[src/hw/irs_pkg.sv]
// Shared constants, states and carriers for the infrared serial transmitter codec.
package irs_pkg;

  localparam logic [3:0] BIT_LAST = 4'hF;
  localparam logic [3:0] SAMPLE_PHASE = 4'h7;
  localparam logic [3:0] FRAME_BITS_8 = 4'hA;
  localparam logic [3:0] FRAME_BITS_9 = 4'hB;
  localparam logic [3:0] MARK_BITS = 4'h1;
  localparam logic [3:0] RX_BITS_8 = 4'h9;
  localparam logic [3:0] RX_BITS_9 = 4'hA;
  localparam logic [3:0] DEC_HOLD_MAX = 4'h7;
  localparam logic [3:0] DEC_TERMINAL = 4'hF;
  localparam logic [1:0] JITTER_TICKS = 2'h2;

  localparam logic [1:0] PW_3_16 = 2'h0;
  localparam logic [1:0] PW_1_16 = 2'h1;
  localparam logic [1:0] PW_1_32 = 2'h2;
  localparam logic [1:0] PULSE_3_16_TICKS = 2'h3;
  localparam logic [1:0] PULSE_1_16_TICKS = 2'h1;
  localparam logic [1:0] PULSE_1_32_TICKS = 2'h1;

  localparam logic [10:0] DIV_MIN = 11'h001;
  localparam logic [11:0] DIV_CNT_RESET = 12'h000;
  localparam logic [10:0] SHIFT_IDLE = 11'h7FF;
  localparam logic [7:0] DATA_RESET = 8'h00;

  typedef enum logic [2:0] {
    TX_IDLE = 3'b000,
    TX_PREAMBLE = 3'b001,
    TX_DATA = 3'b010,
    TX_BREAK = 3'b011,
    TX_MARK = 3'b100
  } irs_tx_state_t;

  typedef enum logic [1:0] {
    RX_IDLE = 2'b00,
    RX_START = 2'b01,
    RX_BITS = 2'b10
  } irs_rx_state_t;

  typedef struct packed {
    logic block_enable;
    logic transmitter_enable;
    logic send_break;
    logic char_9bit;
    logic tx_bit_eight;
    logic ir_enable;
    logic [1:0] pulse_width_sel;
    logic baud_clock_select;
    logic [10:0] baud_divisor;
    logic tx_empty_int_en;
    logic tx_complete_int_en;
  } irs_ctrl_t;

  typedef struct packed {
    logic tx_empty_flag;
    logic tx_complete_flag;
    logic rx_full_flag;
    logic framing_error_flag;
    logic break_flag;
    logic rx_bit_eight;
  } irs_status_t;

endpackage

[src/hw/irs_baud_gen.sv]
// Baud reference generator producing 32x and 16x baud tick strobes.
`timescale 1ns/1ns
module irs_baud_gen (
  input wire logic clk,
  input wire logic srst,
  input wire logic src_tick,
  input wire logic [10:0] divisor,
  output logic tick32,
  output logic tick16
);
  import irs_pkg::*;

  logic [11:0] cnt;
  logic [11:0] last;
  logic half;

  // A 32x period is two source periods per divisor step, so one bit is 64 x divisor.
  assign last = {((divisor == 11'h000) ? DIV_MIN : divisor), 1'b0} - 12'h001;

  always_ff @(posedge clk) begin
    if (srst) begin
      cnt <= DIV_CNT_RESET;
      tick32 <= 1'b0;
    end else begin
      tick32 <= 1'b0;
      if (src_tick) begin
        if (cnt >= last) begin
          cnt <= DIV_CNT_RESET;
          tick32 <= 1'b1;
        end else begin
          cnt <= cnt + 12'h001;
        end
      end
    end
  end

  always_ff @(posedge clk) begin
    if (srst) begin
      half <= 1'b0;
      tick16 <= 1'b0;
    end else begin
      tick16 <= tick32 & half;
      if (tick32) begin
        half <= ~half;
      end
    end
  end

endmodule // irs_baud_gen

[src/hw/irs_ir_decoder.sv]
// Infrared receive decoder that stretches narrow low pulses into zero bits.
`timescale 1ns/1ns
module irs_ir_decoder (
  input wire logic clk,
  input wire logic srst,
  input wire logic tick16,
  input wire logic pin_sync,
  output logic decoded_receive_out
);
  import irs_pkg::*;

  logic prev;
  logic pend;
  logic fall;
  logic hit;
  logic running;
  logic [3:0] cnt;
  logic [1:0] guard;

  // Pulses may be shorter than a 16x period, so an edge is held until the next tick.
  assign fall = prev & ~pin_sync;
  assign hit = tick16 & (pend | fall);

  always_ff @(posedge clk) begin
    if (srst) begin
      prev <= 1'b1;
      pend <= 1'b0;
    end else begin
      prev <= pin_sync;
      if (tick16) begin
        pend <= 1'b0;
      end else if (fall) begin
        pend <= 1'b1;
      end
    end
  end

  always_ff @(posedge clk) begin
    if (srst) begin
      running <= 1'b0;
      cnt <= DEC_TERMINAL;
      decoded_receive_out <= 1'b1;
      guard <= 2'h0;
    end else if (tick16) begin
      if (!running) begin
        if (guard != 2'h0) begin
          guard <= guard - 2'h1;
        end else if (hit) begin
          running <= 1'b1;
          cnt <= 4'h0;
          decoded_receive_out <= 1'b0;
        end
      end else if (hit && (cnt > DEC_HOLD_MAX)) begin
        cnt <= 4'h0;
      end else if (cnt == DEC_TERMINAL - 4'h1) begin
        cnt <= DEC_TERMINAL;
        decoded_receive_out <= 1'b1;
        running <= 1'b0;
        guard <= JITTER_TICKS;
      end else begin
        cnt <= cnt + 4'h1;
      end
    end
  end

endmodule // irs_ir_decoder

[src/hw/irs_top.sv]
// Infrared serial codec: transmitter, encoder, receiver break detection and pin control.
`timescale 1ns/1ns
module irs_top (
  input wire logic clk,
  input wire logic srst,
  input wire irs_pkg::irs_ctrl_t ctrl,
  input wire logic oscillator_ref_clock,
  input wire logic data_write,
  input wire logic [7:0] data_in,
  input wire logic status_read,
  input wire logic rx_read,
  input wire logic rxd_pin,
  output logic txd_out,
  output logic txd_oe_n,
  output irs_pkg::irs_status_t status,
  output logic [7:0] rx_data,
  output logic tx_int_req
);
  import irs_pkg::*;

  // Clock source and baud references.

  logic osc_meta;
  logic osc_sync;
  logic osc_prev;
  logic src_tick;
  logic tick32;
  logic tick16;

  always_ff @(posedge clk) begin
    if (srst) begin
      osc_meta <= 1'b0;
      osc_sync <= 1'b0;
      osc_prev <= 1'b0;
    end else begin
      osc_meta <= oscillator_ref_clock;
      osc_sync <= osc_meta;
      osc_prev <= osc_sync;
    end
  end

  // The oscillator is sampled, so it must run well below half the bus clock.
  assign src_tick = ctrl.baud_clock_select ? (osc_sync & ~osc_prev) : 1'b1;

  irs_baud_gen u_baud (
    .clk(clk),
    .srst(srst),
    .src_tick(src_tick),
    .divisor(ctrl.baud_divisor),
    .tick32(tick32),
    .tick16(tick16)
  );

  // Data buffer and transmitter-empty handshake.

  logic [7:0] buf_data;
  logic buf_full;
  logic empty_armed;
  logic tx_load;
  logic tx_empty;

  always_ff @(posedge clk) begin
    if (srst) begin
      buf_data <= DATA_RESET;
      buf_full <= 1'b0;
    end else if (data_write) begin
      buf_data <= data_in;
      buf_full <= 1'b1;
    end else if (tx_load) begin
      buf_full <= 1'b0;
    end
  end

  always_ff @(posedge clk) begin
    if (srst) begin
      empty_armed <= 1'b0;
    end else if (data_write) begin
      empty_armed <= 1'b0;
    end else if (status_read && tx_empty) begin
      empty_armed <= 1'b1;
    end
  end

  // A transfer in the same cycle as a clearing write keeps the flag set.
  always_ff @(posedge clk) begin
    if (srst) begin
      tx_empty <= 1'b1;
    end else if (tx_load) begin
      tx_empty <= 1'b1;
    end else if (data_write && empty_armed) begin
      tx_empty <= 1'b0;
    end
  end

  // Transmit sequencer.

  irs_tx_state_t state;
  irs_tx_state_t next_state;
  logic [10:0] shreg;
  logic [10:0] next_shreg;
  logic [3:0] bits_left;
  logic [3:0] next_bits;
  logic [3:0] frame_bits;
  logic [3:0] phase;
  logic bit_end;
  logic char_end;
  logic bit_start;
  logic te_prev;
  logic preamble_due;
  logic te;

  assign te = ctrl.transmitter_enable;
  assign frame_bits = ctrl.char_9bit ? FRAME_BITS_9 : FRAME_BITS_8;
  assign bit_end = (state != TX_IDLE) && tick16 && (phase == BIT_LAST);
  // Leaving idle only on a 16x tick keeps the first bit of a character a full bit time.
  assign char_end = ((state == TX_IDLE) && tick16) || (bit_end && (bits_left == 4'h1));
  assign tx_load = char_end && (next_state == TX_DATA);

  // A rising enable, even mid-character, owes one idle character.
  always_ff @(posedge clk) begin
    if (srst || !ctrl.block_enable) begin
      te_prev <= 1'b0;
      preamble_due <= 1'b0;
    end else begin
      te_prev <= te;
      if (te && !te_prev) begin
        preamble_due <= 1'b1;
      end else if (!te || (char_end && next_state == TX_PREAMBLE)) begin
        preamble_due <= 1'b0;
      end
    end
  end

  always_comb begin
    next_state = TX_IDLE;
    next_shreg = SHIFT_IDLE;
    next_bits = frame_bits;
    if (te && ctrl.send_break) begin
      next_state = TX_BREAK;
      next_shreg = '0;
    end else if (state == TX_BREAK) begin
      next_state = TX_MARK;
      next_bits = MARK_BITS;
    end else if (te && preamble_due) begin
      next_state = TX_PREAMBLE;
    end else if (te && buf_full) begin
      next_state = TX_DATA;
      next_shreg = {1'b1, ctrl.char_9bit ? ctrl.tx_bit_eight : 1'b1, buf_data, 1'b0};
    end
  end

  // A disable stops the sequencer at once and the line is released below.
  always_ff @(posedge clk) begin
    if (srst || !ctrl.block_enable) begin
      state <= TX_IDLE;
      shreg <= SHIFT_IDLE;
      bits_left <= 4'h0;
      phase <= 4'h0;
      bit_start <= 1'b0;
    end else begin
      bit_start <= 1'b0;
      if (char_end) begin
        state <= next_state;
        shreg <= next_shreg;
        bits_left <= next_bits;
        phase <= 4'h0;
        bit_start <= (next_state != TX_IDLE);
      end else if (bit_end) begin
        shreg <= {1'b1, shreg[10:1]};
        bits_left <= bits_left - 4'h1;
        phase <= 4'h0;
        bit_start <= 1'b1;
      end else if (tick16) begin
        phase <= phase + 4'h1;
      end
    end
  end

  // Infrared encoder.

  logic [1:0] pulse_left;
  logic [1:0] pulse_width;
  logic width_tick;
  logic line_low;
  logic tick16_d;

  always_comb begin
    pulse_width = PULSE_3_16_TICKS;
    width_tick = tick16_d;
    case (ctrl.pulse_width_sel)
      PW_1_16: begin
        pulse_width = PULSE_1_16_TICKS;
      end
      PW_1_32: begin
        pulse_width = PULSE_1_32_TICKS;
        width_tick = tick32;
      end
      default: begin
        pulse_width = PULSE_3_16_TICKS;
      end
    endcase
  end

  // Every pulse is launched at a bit boundary, so two zeros are one bit apart.
  // The launch lags the boundary by one clock, so the 16x tick is delayed to keep the full width.
  always_ff @(posedge clk) begin
    if (srst || !ctrl.block_enable) begin
      pulse_left <= 2'h0;
      tick16_d <= 1'b0;
    end else begin
      tick16_d <= tick16;
      if (bit_start && !shreg[0]) begin
        pulse_left <= pulse_width;
      end else if (pulse_left != 2'h0 && width_tick) begin
        pulse_left <= pulse_left - 2'h1;
      end
    end
  end

  // Idle shift contents are all ones, so the line rests high.
  assign line_low = ctrl.ir_enable ? (pulse_left != 2'h0) : !shreg[0];

  // The pin is open drain: it only ever pulls low and relies on the pull-up for one.
  assign txd_out = 1'b0;

  always_ff @(posedge clk) begin
    if (srst) begin
      txd_oe_n <= 1'b1;
    end else begin
      txd_oe_n <= !(ctrl.block_enable && line_low);
    end
  end

  // Transmission complete and request outputs.

  logic tx_complete;

  always_ff @(posedge clk) begin
    if (srst) begin
      tx_complete <= 1'b1;
    end else begin
      tx_complete <= (state == TX_IDLE) && !buf_full;
    end
  end

  assign tx_int_req = (tx_empty && ctrl.tx_empty_int_en) || (tx_complete && ctrl.tx_complete_int_en);

  // Receive path.

  logic rx_meta;
  logic rx_sync;
  logic ir_rx;
  logic rx_in;

  always_ff @(posedge clk) begin
    if (srst) begin
      rx_meta <= 1'b1;
      rx_sync <= 1'b1;
    end else begin
      rx_meta <= rxd_pin;
      rx_sync <= rx_meta;
    end
  end

  irs_ir_decoder u_dec (
    .clk(clk),
    .srst(srst),
    .tick16(tick16),
    .pin_sync(rx_sync),
    .decoded_receive_out(ir_rx)
  );

  assign rx_in = ctrl.ir_enable ? ir_rx : rx_sync;

  irs_rx_state_t rx_state;
  logic [3:0] rx_phase;
  logic [3:0] rx_count;
  logic [9:0] rx_sh;
  logic [9:0] rx_vec;
  logic rx_sample;
  logic rx_done;
  logic rx_is_break;

  assign rx_sample = tick16 && (rx_phase == SAMPLE_PHASE);
  assign rx_vec = {rx_in, rx_sh[9:1]};
  assign rx_done = (rx_state == RX_BITS) && rx_sample
    && (rx_count == (ctrl.char_9bit ? RX_BITS_9 : RX_BITS_8) - 4'h1);
  assign rx_is_break = (rx_vec == 10'h000);

  always_ff @(posedge clk) begin
    if (srst || !ctrl.block_enable) begin
      rx_state <= RX_IDLE;
      rx_phase <= 4'h0;
      rx_count <= 4'h0;
      rx_sh <= 10'h000;
    end else if (tick16) begin
      rx_phase <= rx_phase + 4'h1;
      case (rx_state)
        RX_IDLE: begin
          rx_phase <= 4'h0;
          if (!rx_in) begin
            rx_state <= RX_START;
          end
        end
        RX_START: begin
          if (rx_sample) begin
            rx_state <= rx_in ? RX_IDLE : RX_BITS;
            rx_count <= 4'h0;
            rx_sh <= 10'h000;
          end
        end
        RX_BITS: begin
          if (rx_sample) begin
            rx_sh <= rx_vec;
            rx_count <= rx_count + 4'h1;
            if (rx_done) begin
              rx_state <= RX_IDLE;
            end
          end
        end
        default: begin
          rx_state <= RX_IDLE;
        end
      endcase
    end
  end

  logic rx_full;
  logic rx_fe;
  logic rx_brk;
  logic rx_b8;

  // Flags set by a finished character win over a read in the same cycle.
  always_ff @(posedge clk) begin
    if (srst) begin
      rx_full <= 1'b0;
      rx_fe <= 1'b0;
      rx_brk <= 1'b0;
      rx_data <= DATA_RESET;
      rx_b8 <= 1'b0;
    end else if (rx_done) begin
      rx_full <= 1'b1;
      rx_fe <= !rx_in;
      rx_brk <= rx_is_break;
      if (rx_is_break) begin
        rx_data <= DATA_RESET;
        rx_b8 <= 1'b0;
      end else if (ctrl.char_9bit) begin
        rx_data <= rx_vec[7:0];
        rx_b8 <= rx_vec[8];
      end else begin
        rx_data <= rx_vec[8:1];
        rx_b8 <= rx_vec[8];
      end
    end else if (rx_read) begin
      rx_full <= 1'b0;
      rx_fe <= 1'b0;
      rx_brk <= 1'b0;
    end
  end

  assign status.tx_empty_flag = tx_empty;
  assign status.tx_complete_flag = tx_complete;
  assign status.rx_full_flag = rx_full;
  assign status.framing_error_flag = rx_fe;
  assign status.break_flag = rx_brk;
  assign status.rx_bit_eight = rx_b8;

endmodule // irs_top

[config.mk]
export PLATFORM = sky130hd
export DESIGN_NAME = irs_top
export DESIGN_NICKNAME = d
export VERILOG_FILES = /design/src/hw/irs_pkg.sv /design/src/hw/irs_baud_gen.sv /design/src/hw/irs_ir_decoder.sv /design/src/hw/irs_top.sv
export SDC_FILE = /design/constraint.sdc
export NUM_CORES = 1
export LEC_CHECK = 0
export BUFFER_PORTS_ARGS = -buffer_cell sky130_fd_sc_hd__buf_4
export CAP_MARGIN = 20
export CORE_MARGIN = 4
export CORE_UTILIZATION = 47
export CTS_BUF_LIST = sky130_fd_sc_hd__clkbuf_8
export CTS_CLUSTER_SIZE = 25
export DETAILED_ROUTE_END_ITERATION = 10
export GPL_TIMING_DRIVEN = 0
export PLACE_DENSITY = 0.66
export SLEW_MARGIN = 15
export SYNTH_ARGS = -nofsm -noshare
export SYNTH_HDL_FRONTEND = slang
export SYNTH_SLANG_ARGS = --single-unit
[constraint.sdc]
create_clock -name clk -period 3.1 [get_ports clk]
set_clock_uncertainty 0.1 [all_clocks]
set_input_delay 0.155 -clock clk [delete_from_list [all_inputs] [get_ports clk]]
set_output_delay 0.155 -clock clk [all_outputs]
set_load 0.005 [all_outputs]
## After elaboration in Yosys (flattened, before gate mapping)

Cells that the tools add are included.
W data, S select, Z words.

- Register bits after elaboration: 103
- Word-level logic and storage cells: 211
- Output and inout bits: 17

- Add/sub/neg operators: 10
- Magnitude comparators: 2
- Mux-type cells: 72
- Eq/ne operators: 19
- Reductions and logical operators: 60
- Bitwise gates (word level): 9

Operators with widths:

| operator | number |
|---|---|
| $mux W10 | 5 |
| $mux W4 | 12 |
| $mux W11 | 4 |
| $mux W2 | 15 |
| $mux W1 | 28 |
| $logic_and A1 B1 Y1 | 22 |
| $pmux W10 S2 | 1 |
| $reduce_bool A2 Y1 | 10 |
| $add A4 B1 Y4 const B | 4 |
| $mux W8 | 2 |
| $add A12 B1 Y12 const B | 1 |
| $ge A12 B12 Y1 | 1 |
| $mux W12 | 1 |
| $ne A2 B2 Y1 const B | 6 |
| $sub A12 B1 Y12 const B | 1 |
| $logic_not A11 Y1 | 1 |
| $logic_not A10 Y1 | 1 |
| $reduce_and A5 Y1 | 2 |
| $reduce_or A2 Y1 | 5 |
| $eq A4 B4 Y1 const B | 2 |
| $pmux W4 S2 | 1 |
| $reduce_and A4 Y1 | 2 |
| $sub A4 B1 Y4 const B | 2 |
| $logic_not A1 Y1 | 7 |
| other kinds (21) | 36 |

## Longest topological paths before layout

- Depth after elaboration: 10
- Depth in mapped cells: 11
- Mapped depth without buffers: 11

## Cells and area by module

From an unflattened synthesis, not the netlist that was laid out.

- Cells, all modules: 558
- Area, all modules: 5027.3 um2

By module, submodules not included:

| module | cells each | instances | area an instance (um2) | seq. area each (um2) |
|---|---|---|---|---|
| irs_top | 364 | 1 | 3375.7 | 1541.5 |
| irs_baud_gen | 133 | 1 | 1098.6 | 300.3 |
| irs_ir_decoder | 61 | 1 | 553.0 | 200.2 |

## Worst setup path before layout

OpenSTA, ideal clock, no wires.

- Path type: input -> register
- Start: input ctrl[5] (netlist name)
- End: register u_baud.tick32
- Arrival time: 2.584 ns
- Library setup time: 0.126 ns
- Stages on the path: 10
- Path buffers: 0
- Required time: 2.874 ns
- Setup slack: 0.290 ns
- Cells stage by stage: nor4_2 nand3_1 or3_1 a21o_1 ha_1 a21o_1 a21o_1 a2111oi_4 a21oi_4 nor2b_1

- Longest elaborated chain between the ends: 5

Ends and longest elaborated chain:

| what | RTL line | RTL |
|---|---|---|
| from (decl) | irs_top.sv:6 | `input wire irs_pkg::irs_ctrl_t ctrl,` |
| $logic_not A11 Y1 | irs_baud_gen.sv:18 | `assign last = {((divisor == 11'h000) ? DIV_MIN : divisor), 1'b0} - 12'h001;` |
| $mux W11 * | irs_baud_gen.sv:18 |  |
| $sub A12 B1 Y12 * | irs_baud_gen.sv:18 |  |
| $ge A12 B12 Y1 * | irs_baud_gen.sv:27 | `if (cnt >= last) begin` |
| $mux W1 * | irs_baud_gen.sv:27 |  |
| to (signal assigned) | irs_baud_gen.sv:23 | `tick32 <= 1'b0;` |
| to (signal assigned) | irs_baud_gen.sv:25 | `tick32 <= 1'b0;` |
| to (signal assigned) | irs_baud_gen.sv:29 | `tick32 <= 1'b1;` |
| to (decl) | irs_baud_gen.sv:8 | `output logic tick32,` |

Every way passes the cells marked *; elsewhere a longest branch is shown, timed or not.
A chain may end at the register's enable or synchronous reset.

## Final worst setup path

Ends and elaborated chain as after synthesis.

==> metrics <==
pre-CTS setup slack=-0.127 ns; first-pass GRT wire length=17.8 mm; Hold WC Path Type=in -> reg; area delta synth->final=18.9%; largest cells by area after synthesis=dfxtp_1, nor2_1, mux2i_1; Comb pwr share=7.6%; number of max-cap violations=0; Rows=37; period utilization=90.7%; post-synth top area share=41.5%; Crit. End Element=flip-flop; setup ws final=0.288 ns; Worst-Margin Slew=0.730 ns; area leader, netlist=dfxtp_1; DP HPWL=7.75 mm; clk slew on worst S/H paths=0.10 ns; DRT Pass-1 Iters=5; Max Fclk=roughly 360 MHz; RePlAce Congestion=0.797; Post-synth ARST share=0%; Cell Area, Placed=5470 sq um; post-route insts no fill=774; vias per inst=5.27; Seq/Total Area, Yosys=41.5%; Inst Count DP=742; Arr. time, crit path=2.97 ns; Worst-Skew Late Latency=0.37 ns; max-slew violation count=0; startpoint types=input port; Post-synth top cells=dfxtp_1, nor2_1, a21oi_1; Worst Hold Slack=about 0.048 ns; total track usage=a little under a fifth; CTS sink cnt=102; status=completed; vias in the first global route=roughly 3900; Core Footprint=10300 sq um; final setup vio count=0; Slowest-stage cell, CP=a2111oi_4; # Post-CTS Setup Buffers=0; antenna cells=0; DR vias=roughly 4100; clk buf depth=2; top-count cell post-synth=dfxtp_1; Initial Util=a little under half; cell area after synthesis=approximately 4900 sq um; clock power share=37.2%; Max H-tree Level=3; fin util=a little under three fifths; Remaining Overflow, GRT=0; cell family with most CP delay=compound AO/OA/AOI/OAI gates; Die W=approximately 110 um; prevailing post-synth register cell=dfxtp_1; flops & latches, synth=between 100 and 150; crit path max fanout=10; Met1 Routed Length=4.81 mm; Cell Pwr Density=415 nW/um^2; setup_tns=0 ns; Met3 Routed Length=approximately 390 um; max_slew headroom=51.3%; min cycle time layout=2.81 ns; total CTS buffers=9; total chip power=2.42 mW; WP buf/inv=1; ANT nets after route=0; CP peak stage delay=0.51 ns; clk root buf=clkbuf_8; Residual DRC=0; P_sw=0.539 mW; metal2 WL=5.25 mm; Hold Violations, Final=0; Total Nets Final=just under 700; Syn Inst Count=555; Post-Synthesis Net Count=614; Avg Cell Area, Syn=8.86 sq um; synth warn=0; routed len/inst=13.7 um; Pint=1.89 mW; worst path required time=3.26 ns; unrepaired setup endpoints after global routing=no; EDFF count, synth=0; Top Ports=54; CP Class=in -> reg; pin count of the biggest net entering global routing=16; top layer in use=met4; CTS tree=built; Die Span Y=110 um; layout cells sized above 1=16.1%; initial antenna violation count=0; die area=12200 sq um; Leakage=about 2.3 nW; # hold bufs at CTS=16; Synth cell types=62; worst vdd ir=between 0.2 and 0.3 mV; starting DRC count in detailed routing=202; worst-path cell chain=buf_4 > nor4_2 > nand3_1 > or3_1 > a21o_1 > ha_1 > a21o_1 > a21o_1 > a2111oi_4 > a21oi_4 > nor2b_1; register share of total power=a little under three fifths; PostCTS Resize Cnt=0; final instance area=5850 sq um; Port Buffers=51; Total Wirelength=between 10 and 15 mm; Crit path top cell by count=a21o_1; Net Sw Frac=22.2%
[routing by layer]
layer	vias up	GRT usage (%)
met5	-	0
li1	2110	-
met2	75	33.2
met1	1882	22.4
met4	0	7.39
met3	14	2.45
[worst paths after layout]
path                      start            end  slack [ns]  cells after the start
setup reg to reg  u_baud.cnt[9]  u_baud.tick32        0.96                      6
hold / removal         ctrl[13]  u_baud.cnt[1]        0.05                      4
setup / recovery        ctrl[5]  u_baud.tick32        0.29                     11
hold reg to reg         rx_meta        rx_sync        0.32                      1
[area by class of cell]
| cell class | count | area [sq um] |
|---|---|---|
| Multi-Input combinational cell | 404 | 2650 |
| Tap cell | 136 | 170 |
| Buffer | 30 | 160 |
| Inverter | 19 | 71.3 |
| Fill cell | 948 | 4430 |
| Clock inverter | 6 | 78.8 |
| Timing Repair Buffer | 67 | 543 |
| Clock buffer | 10 | 138 |
| Sequential cell | 102 | 2040 |
[worst min-delay path: stages]
cell     delay (ns)
buf_4          0.09
nand2_1        0.08
nand4_1        0.09
a21oi_1        0.06
[layout by cell type (no fill, tap or decap), drive strengths merged, types with 4 or more instances in the layout]
master	netlist	layout
nand3	9	9
nor2b	8	8
mux2i	33	33
nor3	24	24
xor2	8	8
ha	22	22
nand2	36	36
a21oi	42	42
o21ai	22	22
nor4	4	4
dfxtp	102	102
a21o	10	10
nand4	10	10
inv	19	22
xnor2	15	15
nand2b	7	7
nor2	90	90
clkbuf	12	22
dlygate4sd3	0	16
buf	18	69
nor3b	4	4
a221oi	11	11
nand4b	4	4
[logic make-up after synthesis]
kind of cell | count (synthesis) | synth area share [%]
flops | 102 | 41.5
simple gates | 212 | 21.8
compound gates | 112 | 15.2
other cells | 1 | 0.0762
fa+ha+maj | 22 | 5.60
mux | 34 | 7.02
buf+inv | 49 | 4.71
xor+xnor | 23 | 4.10
[flip-flops by register name, indices dropped and copies added, names as in the netlist, 3 cells and up]
register and flops:
bits_left 4, buf_data 8, phase 4, rx_count 4
rx_data 8, rx_phase 4, rx_sh 9, shreg 11
state 3, u_baud.cnt 12, u_dec.cnt 4
[power by group through the flow]
| stage | Sequential (mW) | Combinational (mW) | Clock [mW] |
|---|---|---|---|
| final | 1.34 | 0.185 | 0.901 |
| after detailed placement | 1.37 | 0.169 | 0 |
| after global routing | 1.34 | 0.207 | 0.967 |
| after floorplan | 1.37 | 0.0966 | 0 |
| after CTS | 1.34 | 0.186 | 0.922 |
| after global placement | 1.37 | 0.165 | 0 |
(Power assumes the default switching activity.)
